[src/hdl/ldl_pkg.sv]
// Constants, types and helpers for the loop converter serial latch.
// Assumes one 100 MHz system clock; host pins arrive asynchronously.
//
// Summary of operation
// - Each serial clock rising edge shifts the data input in, MSB first.
// - Load strobe rising edge queues the shift register word; the latch takes it at a later modulator step.
// - Serial clock edges between strobes are counted to classify the word.
// - Exactly 16 edges: normal word, 16 bits move to the latch.
// - Normal code is straight binary, zeros 4 mA up to ones 20 mA.
// - More than 16 edges: alarm word, 17 bits taken.
// - Beyond 17 edges only the last 17 bits are kept.
// - Alarm code is straight binary, zeros 0 mA up to ones 32 mA.
// - Reference overload: modulator off, oscillator stopped, latch cleared.
// - Second-order modulator turns the latched code into one bit stream.

package ldl_pkg;

   // ----------------------------------------------------------------
   // Word layout
   // ----------------------------------------------------------------
   localparam int NORM_BITS  = 16;
   localparam int ALARM_BITS = 17;
   localparam int WORD_W     = ALARM_BITS + 1;

   // ----------------------------------------------------------------
   // Edge counter
   // ----------------------------------------------------------------
   localparam logic [4:0] CNT_RST    = 5'h00;
   localparam logic [4:0] CNT_NORMAL = 5'h10;
   localparam logic [4:0] CNT_SAT    = 5'h12;

   // ----------------------------------------------------------------
   // Reset values and code scaling
   // ----------------------------------------------------------------
   localparam logic [16:0] CODE_RST    = 17'h00000;
   localparam logic [16:0] NORM_OFFSET = 17'h04000;
   localparam int          MOD_FS      = 1 << ALARM_BITS;
   // Pin sync reset levels match idle pins: strobe high, others low,
   // so no false strobe edge follows reset
   localparam logic [3:0]  PIN_RST     = 4'h4;

   // ----------------------------------------------------------------
   // Timing
   // ----------------------------------------------------------------
   localparam int CLK_PERIOD_NS      = 10;
   localparam int SCLK_MIN_PERIOD_NS = 100;
   localparam int SCLK_MIN_CYC       = SCLK_MIN_PERIOD_NS / CLK_PERIOD_NS;
   localparam int SYNC_STAGES        = 2;
   localparam int OSC_DIV_DEF        = 4;
   localparam int MOD_W_DEF          = 24;
   localparam int FIFO_DEPTH_DEF     = 2;

   typedef enum logic [1:0] {
      LDL_IGNORE,
      LDL_NORMAL,
      LDL_ALARM
   } ldl_kind_t;

   function automatic ldl_kind_t ldl_classify(input logic [4:0] cnt);
      if (cnt == CNT_NORMAL)
         return LDL_NORMAL;
      else if (cnt > CNT_NORMAL)
         return LDL_ALARM;
      else
         return LDL_IGNORE;
   endfunction

endpackage

[src/hdl/ldl_fifo.sv]
// Small first-in first-out buffer between latch capture and modulator.
// Assumes a single clock; flush empties it in one cycle.
`timescale 1ns/1ps

module ldl_fifo #(
   parameter int W     = 18,
   parameter int DEPTH = 2
) (
   // Clocking
   input  wire logic         clk,
   input  wire logic         rstn,
   input  wire logic         ce,
   input  wire logic         flush,
   // Fill side
   input  wire logic         in_valid,
   input  wire logic [W-1:0] in_data,
   output logic              in_ready,
   // Drain side
   output logic              out_valid,
   output logic [W-1:0]      out_data,
   input  wire logic         out_ready
);

   localparam int AW = $clog2(DEPTH);

   if (DEPTH < 2 || (DEPTH & (DEPTH - 1)) != 0) begin : g_bad_depth
      $error("ldl_fifo depth must be a power of two, at least 2");
   end

   logic [W-1:0] mem_q [DEPTH];
   logic [AW:0]  wr_q;
   logic [AW:0]  rd_q;

   wire full  = (wr_q[AW] != rd_q[AW]) && (wr_q[AW-1:0] == rd_q[AW-1:0]);
   wire empty = (wr_q == rd_q);
   wire push  = in_valid && !full;
   wire pop   = !empty && out_ready;

   assign in_ready  = !full;
   assign out_valid = !empty;
   assign out_data  = mem_q[rd_q[AW-1:0]];

   // Storage holds no reset; only the pointers define occupancy
   always_ff @(posedge clk) begin
      if (ce && push) begin
         mem_q[wr_q[AW-1:0]] <= in_data;
      end
   end

   always_ff @(posedge clk or negedge rstn) begin
      if (!rstn) begin
         wr_q <= '0;
         rd_q <= '0;
      end else if (ce) begin
         if (flush) begin
            wr_q <= '0;
            rd_q <= '0;
         end else begin
            if (push)
               wr_q <= wr_q + 1'b1;
            if (pop)
               rd_q <= rd_q + 1'b1;
         end
      end
   end

endmodule // ldl_fifo

[src/hdl/ldl_top.sv]
// Serial input, converter latch and bit-stream modulator.
// Assumes host pins and the reference overload sense are asynchronous.
`timescale 1ns/1ps

module ldl_top
   import ldl_pkg::*;
#(
   parameter int OSC_DIV    = OSC_DIV_DEF,
   parameter int MOD_W      = MOD_W_DEF,
   parameter int FIFO_DEPTH = FIFO_DEPTH_DEF
) (
   // Clocking
   input  wire logic        ref_clk,
   input  wire logic        resetn,
   input  wire logic        clk_en,
   // Host serial pins
   input  wire logic        ser_clk,
   input  wire logic        ser_data,
   input  wire logic        load_strobe,
   // Load sense on reference_output_b
   input  wire logic        ref_b_overload,
   // Converter state
   output logic [16:0]      code_q,
   output logic             alarm_q,
   output logic             dac_bit_q,
   output logic             mod_on_q,
   output logic             osc_on_q
);

   // ----------------------------------------------------------------
   // Elaboration checks
   // ----------------------------------------------------------------
   if (OSC_DIV < 2) begin : g_bad_div
      $error("OSC_DIV must be at least 2");
   end
   if (MOD_W < ALARM_BITS + 4) begin : g_bad_modw
      $error("MOD_W too narrow for modulator headroom");
   end
   // Edge detection must settle inside half the fastest host period
   if (SCLK_MIN_CYC / 2 < SYNC_STAGES + 1) begin : g_bad_rate
      $error("System clock too slow for host serial clock");
   end

   localparam int DW = (OSC_DIV > 2) ? $clog2(OSC_DIV) : 1;

   // ----------------------------------------------------------------
   // Pin synchronisers
   // ----------------------------------------------------------------
   localparam int NPIN = 4;
   localparam int P_CLK = 0;
   localparam int P_DAT = 1;
   localparam int P_STB = 2;
   localparam int P_OVL = 3;

   logic [NPIN-1:0] pin_a;
   logic [NPIN-1:0] pin_m_q;
   logic [NPIN-1:0] pin_s_q;
   logic [NPIN-1:0] pin_p_q;

   assign pin_a = {ref_b_overload, load_strobe, ser_data, ser_clk};

   for (genvar i = 0; i < NPIN; i++) begin : g_sync
      always_ff @(posedge ref_clk or negedge resetn) begin
         if (!resetn) begin
            pin_m_q[i] <= PIN_RST[i];
            pin_s_q[i] <= PIN_RST[i];
            pin_p_q[i] <= PIN_RST[i];
         end else if (clk_en) begin
            pin_m_q[i] <= pin_a[i];
            pin_s_q[i] <= pin_m_q[i];
            pin_p_q[i] <= pin_s_q[i];
         end
      end
   end

   wire clk_rise = pin_s_q[P_CLK] && !pin_p_q[P_CLK];
   wire stb_rise = pin_s_q[P_STB] && !pin_p_q[P_STB];
   wire dat_s    = pin_s_q[P_DAT];
   wire ovl_s    = pin_s_q[P_OVL];

   // ----------------------------------------------------------------
   // Shift register and edge counter
   // ----------------------------------------------------------------
   logic [16:0] sr_q;
   logic [16:0] sr_d;
   logic [4:0]  cnt_q;
   logic [4:0]  cnt_d;

   // Older bits fall off the top, so a long write keeps its last 17
   assign sr_d = clk_rise ? {sr_q[15:0], dat_s} : sr_q;

   // An edge in the strobe cycle belongs to the next word
   wire [4:0] cnt_inc  = (cnt_q == CNT_SAT) ? cnt_q : cnt_q + 5'h01;
   wire [4:0] cnt_next = clk_rise ? cnt_inc : cnt_q;
   wire [4:0] cnt_new  = clk_rise ? 5'h01 : CNT_RST;
   assign cnt_d = stb_rise ? cnt_new : cnt_next;

   always_ff @(posedge ref_clk or negedge resetn) begin
      if (!resetn) begin
         sr_q  <= CODE_RST;
         cnt_q <= CNT_RST;
      end else if (clk_en) begin
         sr_q  <= sr_d;
         cnt_q <= cnt_d;
      end
   end

   // ----------------------------------------------------------------
   // Word capture on strobe
   // ----------------------------------------------------------------
   ldl_kind_t kind;
   assign kind = ldl_classify(cnt_q);

   wire              is_alarm = (kind == LDL_ALARM);
   wire              take     = stb_rise && (kind != LDL_IGNORE) && !ovl_s;
   wire [16:0]       norm_cap = {1'b0, sr_q[NORM_BITS-1:0]};
   wire [16:0]       cap_code = is_alarm ? sr_q : norm_cap;
   wire [WORD_W-1:0] cap_word = {is_alarm, cap_code};

   logic              pend_q;
   logic [WORD_W-1:0] pend_word_q;
   logic              fifo_in_ready;
   logic              fifo_out_valid;
   logic [WORD_W-1:0] fifo_out_data;

   // A word waits here while the buffer is full; a newer strobe replaces it
   wire pend_push = pend_q && fifo_in_ready;
   wire pend_d    = !ovl_s && (take || (pend_q && !pend_push));

   always_ff @(posedge ref_clk or negedge resetn) begin
      if (!resetn) begin
         pend_q      <= 1'b0;
         pend_word_q <= '0;
      end else if (clk_en) begin
         pend_q <= pend_d;
         if (take)
            pend_word_q <= cap_word;
      end
   end

   // ----------------------------------------------------------------
   // Oscillator and latch
   // ----------------------------------------------------------------
   logic [DW-1:0] div_q;

   wire osc_tick = osc_on_q && (div_q == DW'(OSC_DIV - 1));
   wire mod_step = osc_tick && mod_on_q;
   wire pop      = mod_step && fifo_out_valid;

   ldl_fifo #(
      .W     (WORD_W),
      .DEPTH (FIFO_DEPTH)
   ) u_fifo (
      .clk       (ref_clk),
      .rstn      (resetn),
      .ce        (clk_en),
      .flush     (ovl_s),
      .in_valid  (pend_q),
      .in_data   (pend_word_q),
      .in_ready  (fifo_in_ready),
      .out_valid (fifo_out_valid),
      .out_data  (fifo_out_data),
      .out_ready (mod_step)
   );

   always_ff @(posedge ref_clk or negedge resetn) begin
      if (!resetn) begin
         div_q    <= '0;
         osc_on_q <= 1'b0;
         mod_on_q <= 1'b0;
      end else if (clk_en) begin
         osc_on_q <= !ovl_s;
         mod_on_q <= !ovl_s;
         if (ovl_s || osc_tick)
            div_q <= '0;
         else if (osc_on_q)
            div_q <= div_q + 1'b1;
      end
   end

   // Latch loads only at a modulator step so a sample never tears
   always_ff @(posedge ref_clk or negedge resetn) begin
      if (!resetn) begin
         code_q  <= CODE_RST;
         alarm_q <= 1'b0;
      end else if (clk_en) begin
         if (ovl_s) begin
            code_q  <= CODE_RST;
            alarm_q <= 1'b0;
         end else if (pop) begin
            code_q  <= fifo_out_data[16:0];
            alarm_q <= fifo_out_data[WORD_W-1];
         end
      end
   end

   // ----------------------------------------------------------------
   // Second-order modulator
   // ----------------------------------------------------------------
   // Both modes share one 17-bit scale of equal step, 4 mA at 0x04000
   wire [16:0] norm_lvl = NORM_OFFSET + {1'b0, code_q[NORM_BITS-1:0]};
   wire [16:0] mod_in   = alarm_q ? code_q : norm_lvl;

   logic signed [MOD_W-1:0] int1_q;
   logic signed [MOD_W-1:0] int2_q;

   wire signed [MOD_W-1:0] x_s  = signed'(MOD_W'(mod_in));
   wire signed [MOD_W-1:0] fs_s = signed'(MOD_W'(MOD_FS));
   wire signed [MOD_W-1:0] fb_s = dac_bit_q ? fs_s : '0;
   wire signed [MOD_W-1:0] i1_d = int1_q + x_s - fb_s;
   wire signed [MOD_W-1:0] i2_d = int2_q + i1_d - fb_s;

   always_ff @(posedge ref_clk or negedge resetn) begin
      if (!resetn) begin
         int1_q    <= '0;
         int2_q    <= '0;
         dac_bit_q <= 1'b0;
      end else if (clk_en) begin
         if (!mod_on_q || ovl_s) begin
            int1_q    <= '0;
            int2_q    <= '0;
            dac_bit_q <= 1'b0;
         end else if (mod_step) begin
            int1_q    <= i1_d;
            int2_q    <= i2_d;
            dac_bit_q <= !i2_d[MOD_W-1];
         end
      end
   end
endmodule // ldl_top

[config.mk]
export PLATFORM = sky130hd
export DESIGN_NAME = ldl_top
export DESIGN_NICKNAME = d
export VERILOG_FILES = /design/src/hdl/ldl_pkg.sv /design/src/hdl/ldl_fifo.sv /design/src/hdl/ldl_top.sv
export SDC_FILE = /design/constraint.sdc
export NUM_CORES = 1
export LEC_CHECK = 0
export ABC_AREA = 1
export BUFFER_PORTS_ARGS = -buffer_cell sky130_fd_sc_hd__buf_2
export CAP_MARGIN = 40
export CORE_MARGIN = 5
export CORE_UTILIZATION = 44
export CTS_BUF_LIST = sky130_fd_sc_hd__clkbuf_8
export DETAILED_ROUTE_END_ITERATION = 7
export PLACE_DENSITY = 0.7
export SLEW_MARGIN = 20
export SYNTH_ARGS = -nofsm -noshare
export SYNTH_HDL_FRONTEND = slang
export SYNTH_SLANG_ARGS = --single-unit
export TNS_END_PERCENT = 50
[constraint.sdc]
create_clock -name ref_clk -period 4.5 [get_ports ref_clk]
set_clock_uncertainty 0.15 [all_clocks]
set_input_delay 1.125 -clock ref_clk [delete_from_list [all_inputs] [get_ports ref_clk]]
set_output_delay 1.125 -clock ref_clk [all_outputs]
set_load 0.02 [all_outputs]
==> run metrics, run 1 <==
Worst Tran Pin Value=804.3 ps; drc violations=0; initial core utilization=44.46%; Mapped Nets=1,248; 1st-pass router iterations=5; critical path arrival=4530 ps; Wirelength per Cell=14.80 microns; Simple-Gate Fraction of Synth Area=16.12%; count of cell types in the netlist=53; status=complete, no violations; Antenna Nets Post-Route=0; Final Cycle Share=94.77%; Fmax=234.5 MHz; Post-Synth XOR/XNOR Area=2.271%; via/cell ratio=5.134; Chip Width=158.0 microns; CTS buffer count=17; Initial DRC Count=497; Synth Warn #=0; placed cell areas=10,150 sq um; Total GRT Usage=18.19%; die height=158.0 microns; Synth area leader=dfrtp_1; Worst-Skew Late Latency=470 ps; crit path max fanout=5; nets=1,292; IO Pins=28; count leader, synth=inv_1; post-synthesis mux area share=1.012%; CTS H-tree depth=4; cell area after synthesis=9643 sq um; synthesis-stage register bit count=161; crit path kind=reg -> reg; maxcap violations=0; Top FF cell, synth=dfrtp_1; DPL Wire Length=16.13 mm; first-pass GRT wire length=36.45 mm; top cells by area, synth=dfrtp_1 32%, ha_1 12%, edfxtp_1 11%, inv_1 8.8%, nand2_1 7.4%; hold crit path type=in -> async; Placement Rows=54; Area Growth Syn to Fin=12.24%; fraction of layout cells with a size suffix above 1=13.25%; synth cell count leaders=225 x inv_1, 191 x nand2_1, 122 x dfrtp_1; post-synthesis compound-gate area fraction=14.96%; pre-CTS setup slack=-52.78 ps; Post-Layout Inst Area=10,820 sq um; fin crit period=4265 ps; RePlAce Congestion=0.9343; Synth top area share=31.66%; Routed WL=22.02 mm; Syn Area/Cell=8.378 sq um; Inserted Diodes=0; Mapped Cells=1,151; Final Hold Vio Count=0; slew margin rel.=46.38%; clock sink count=161; async set-reset flop share out of synthesis=77.64%; adder-cell share of the synthesized area=11.76%; WP data required=4770 ps; clock buffer depth=2; endpoints failing setup=0; largest net degree at the start of global routing=80; CP Capture Type=flip-flop; vias in the first global route=7,240; CTS tree=built; PortBufs=27; via count=7,639; Root Buffer=clkbuf_8; Post-synth EDFFs=36; GRT overflow=0; core footprint=21,690 sq um; full die area=24,980 sq um; clk slew on worst S/H paths=120 ps; Seq/Total Area, Yosys=43.69%; initial antenna violation count=0; end-of-flow core utilization=49.90%; fin worst setup slack=235.4 ps; startpoint type of the worst setup path=flip-flop; count of final max-slew check failures=0; largest family of logic cells by synthesized area=simple AND/OR/NAND/NOR gates
==> logic make-up (layout without fill, tap and decap cells) <==
logic type	Yosys count	in the layout
and+or+nand+nor	364	364
AOI/OAI and AO/OA	249	249
DFF	161	161
muxes	9	9
xor gates and xnor gates	25	25
buffers and inverters	253	310
adders and majority gates	90	90
==> final timing paths <==
path,start,endpoint,slack (ps),cells past startpoint
max in group asynchronous,resetn,alarm_q$_DFFE_PN0P_,2940,3
min in group ref_clk,pend_word_q[9]$_DFFE_PN0P_,u_fifo.mem_q[0][9]$_DFFE_PP_,330,0
worst min-delay path,resetn,int1_q[21]$_DFFE_PN0P_,300,1
worst min register to register,pend_word_q[9]$_DFFE_PN0P_,u_fifo.mem_q[0][9]$_DFFE_PP_,330,0
worst max-delay path,code_q[14]$_DFFE_PN0P_,int2_q[23]$_DFFE_PN0P_,240,22
worst max register to register,code_q[14]$_DFFE_PN0P_,int2_q[23]$_DFFE_PN0P_,240,22
==> repair_timing <==
action	4_1_cts	5_1_grt
hold buffers	0	0
buffers inserted	0	6
pin swaps	0	10
resized for setup	3	46
setup endpoints to repair	4	11
==> placed cells by master (no fill, tap or decap), types with 4 or more instances in the layout <==
master    count
nor3_1        5
a21oi_1      80
nand3_1      28
inv_8         6
buf_4        19
o21bai_1      6
o32ai_1      16
edfxtp_1     36
nand4_1       9
o21ai_0      85
nand3_2       7
a21oi_2       4
xnor2_2       4
o22ai_1      24
nor2_2        7
inv_2         7
buf_2        26
mux2_2        6
nor3_2        5
nor2_1       87
a21o_1        5
ha_4          5
o21ai_2       4
clkbuf_8     17
inv_1       223
dfrtp_1     121
nand2_2      12
o21ai_1       9
nand2_1     187
ha_1         82
xnor2_1       8
xor2_1       12
inv_6         4
==> metal layers <==
layer / up-vias / part of all wire (%) / GRT usage [%]
met4: 0 / 1.4 / 4.752
met1: 3608 / 48 / 25.27
met3: 25 / 3.2 / 2.870
met2: 137 / 48 / 29.87
met5: - / 0 / 0
li1: 3869 / - / -
==> worst max-delay path, stage by stage (launching register included) <==
cell,delay [ps]
dfrtp_1,440
ha_1,300
o21ai_2,140
buf_4,120
ha_1,120
inv_1,60
ha_4,290
nand2_1,110
nor4_2,330
nand3_1,130
nand3_1,140
xor2_1,290
ha_1,290
inv_1,60
ha_1,270
a21oi_1,200
o21ai_0,100
a21oi_1,160
nand3_2,120
nand3b_1,190
nand2_1,80
nand2_1,50
nand2_1,70
==> state kept, by name, summed over array words and instances (netlist names), 2 cells and up <==
register      flops
pin_s_q           2
pin_p_q           2
int2_q           24
int1_q           24
pend_word_q      18
u_fifo.mem_q     36
u_fifo.rd_q       2
sr_q             17
div_q             2
code_q           17
cnt_q             5
pin_m_q           4
u_fifo.wr_q       2
==> stage by stage <==
| step | setup TNS, ps | hold slack (ps) | cells |
|---|---|---|---|
| floorplan | 0 | 288.2 | 1151 |
| global placement | 0 | 296.2 | 1449 |
| detailed placement | -132.1 | 302.8 | 1450 |
| CTS | 0 | 284.2 | 1482 |
| global route | -137.5 | 289.3 | 1488 |
| finish | 0 | 297.8 | 1488 |
==> area by class of cell <==
class	count	area (sq um)
inverters	231	867.1
fillers	2051	10870
clock inverters	15	178.9
multi-input cells	737	4667
repair buffers	47	311.5
clock buffers	17	234.0
flip-flops and latches	161	4214
well taps	280	350.3
Power of run 1 is left out: the tool's default activity adds up to more than one toggle a clock period on the data nets, which glitch-free logic cannot reach.
==> inputs of run 2 (changes only) <==
- GPL_TIMING_DRIVEN: not set -> 0
- REMOVE_ABC_BUFFERS: not set -> 1
- clock period: 4.5 -> 5.45 ns (I/O delays scaled with it)
==> run metrics, run 2 (synthesis gave the netlist of run 1 again) <==
nets=1,277 (was 1,292); Final Cycle Share=82.49% (was 94.77%); Inserted Diodes=0 (unchanged); vias in the first global route=7,364 (was 7,240); Largest stage delay, worst path=420 ps (was 440 ps); Final Hold Vio Count=0 (unchanged); cts repair resizes=0 (was 3); initial core utilization=44.46% (unchanged); most frequent cells in the layout=226 x inv_1, 190 x nand2_1, 122 x dfrtp_1 (was 223 x inv_1, 187 x nand2_1, 121 x dfrtp_1); clock buffer depth=2 (unchanged); crit path max fanout=5 (unchanged); fin crit period=4496 ps (was 4265 ps); RSZ-0062 raised after global routing=false; CTS H-tree depth=4 (unchanged); 1st-pass router iterations=5 (unchanged); Chip Width=158.0 microns (unchanged); endpoints failing setup=0 (unchanged); slew margin rel.=51.84% (was 46.38%); DPL Wire Length=15.77 mm (was 16.13 mm); Antenna Nets Post-Route=0 (unchanged); post-CTS setup buffers=0 (unchanged); full die area=24,980 sq um (unchanged); fin worst setup slack=954.0 ps (was 235.4 ps); CP max stage cell=dfrtp_1 (unchanged); via count=7,547 (was 7,639); Largest delay share family, worst path=adder cells (unchanged); crit-path cells=ha_1 -> o21ai_0 -> ha_1 -> inv_1 -> ha_1 -> a21oi_1 -> o21ai_0 -> a21oi_1 -> nand2_1 -> nand2_1 -> nand2_2 -> ha_1 -> inv_1 -> ha_1 -> nand2_1 -> nor2_1 -> inv_1 -> nor3_1 -> nand4_1 -> nand3_1 -> a21oi_1 -> o21ai_0 -> o21ai_0 (was ha_1 -> o21ai_2 -> buf_4 -> ha_1 -> inv_1 -> ha_4 -> nand2_1 -> nor4_2 -> nand3_1 -> nand3_1 -> xor2_1 -> ha_1 -> inv_1 -> ha_1 -> a21oi_1 -> o21ai_0 -> a21oi_1 -> nand3_2 -> nand3b_1 -> nand2_1 -> nand2_1 -> nand2_1); Placement Rows=54 (unchanged); fraction of layout cells with a size suffix above 1=9.053% (was 13.25%); Initial DRC Count=340 (was 497); pre-CTS setup slack=1061 ps (was -52.78 ps); core footprint=21,690 sq um (unchanged); hold crit path type=reg -> reg (was in -> async); WP data required=5620 ps (was 4770 ps); Worst Tran Pin Value=719.9 ps (was 804.3 ps); count of final max-slew check failures=0 (unchanged); Setup Total Neg Slack=0 ps (unchanged); die height=158.0 microns (unchanged); maxcap violations=0 (unchanged); Fmax=222.4 MHz (was 234.5 MHz); RePlAce Congestion=0.9048 (was 0.9343); CP Capture Type=flip-flop (unchanged); first-pass GRT wire length=35.16 mm (was 36.45 mm); worst path bufs/invs=3 (unchanged); crit path kind=reg -> reg (unchanged); Worst-Skew Late Latency=470 ps (about the same); Post-CTS Hold Fix Bufs=0 (unchanged); Area Growth Syn to Fin=9.056% (was 12.24%); initial antenna violation count=0 (unchanged); Wirelength per Cell=14.36 microns (was 14.80 microns); commonest non-fill, non-tap cell in the layout=inv_1 (unchanged); max reg flops=36 (unchanged); clk slew on worst S/H paths=90 ps (was 120 ps); status=complete, no violations (unchanged); end-of-flow core utilization=48.49% (was 49.90%); clock sink count=161 (unchanged); worst hold slack=316.6 ps (was 297.8 ps); drc violations=0 (unchanged); PortBufs=27 (unchanged); largest net degree at the start of global routing=68 (was 80); Routed WL=21.16 mm (was 22.02 mm); Root Buffer=clkbuf_8 (unchanged); GRT overflow=0 (unchanged); IO Pins=28 (unchanged); CTS buffer count=17 (unchanged); via/cell ratio=5.124 (was 5.134); CTS tree=built (unchanged); Most common cell on crit path=ha_1; startpoint type of the worst setup path=flip-flop (unchanged); critical path arrival=4670 ps (was 4530 ps); Total GRT Usage=17.62% (was 18.19%)
## run 2: final timing paths
path,depth (start not counted),from,end,slack [ps]
min in group asynchronous,1,resetn,int2_q[10]$_DFFE_PN0P_,650
max in group asynchronous,2,resetn,pend_word_q[13]$_DFFE_PN0P_,3820
worst max register to register,23,code_q[14]$_DFFE_PN0P_,int2_q[21]$_DFFE_PN0P_,950
worst max-delay path,23,code_q[14]$_DFFE_PN0P_,int2_q[21]$_DFFE_PN0P_,950
worst min-delay path,2,pin_m_q[2]$_DFFE_PN1P_,pin_m_q[2]$_DFFE_PN1P_,320
worst min register to register,2,pin_m_q[2]$_DFFE_PN1P_,pin_m_q[2]$_DFFE_PN1P_,320
## run 2: tightest hold or removal path: stages (launching register included)
cell and delay [ps]:
dfstp_2 380, nand2_1 50, nand2_1 40
## run 2: routing by layer
metal / global-route usage (%) / vias to the layer above / part of all wire, %
li1: - / 3829 / -
met1: 22.99 / 3543 / 46
met2: 30.06 / 147 / 48
met3: 2.952 / 28 / 4.0
met4: 5.565 / 0 / 1.5
met5: 0 / - / 0
## run 2: final cells by class
cell class / instances / area [sq um]
clock buffers: 17 / 234.0
clock inverters: 15 / 166.4
fillers: 2057 / 11170
inverters: 231 / 867.1
multi-input cells: 737 / 4461
flip-flops and latches: 161 / 4213
well taps: 280 / 350.3
repair buffers: 32 / 225.2
## run 2: per-stage QoR
stage               area (sq um)  cells
detailed placement         10100   1440
global placement           10010   1436
finish                     10520   1473
CTS                        10500   1472
global route               10520   1473
floorplan                   9527   1129
Power of run 2 is left out for the same reason.
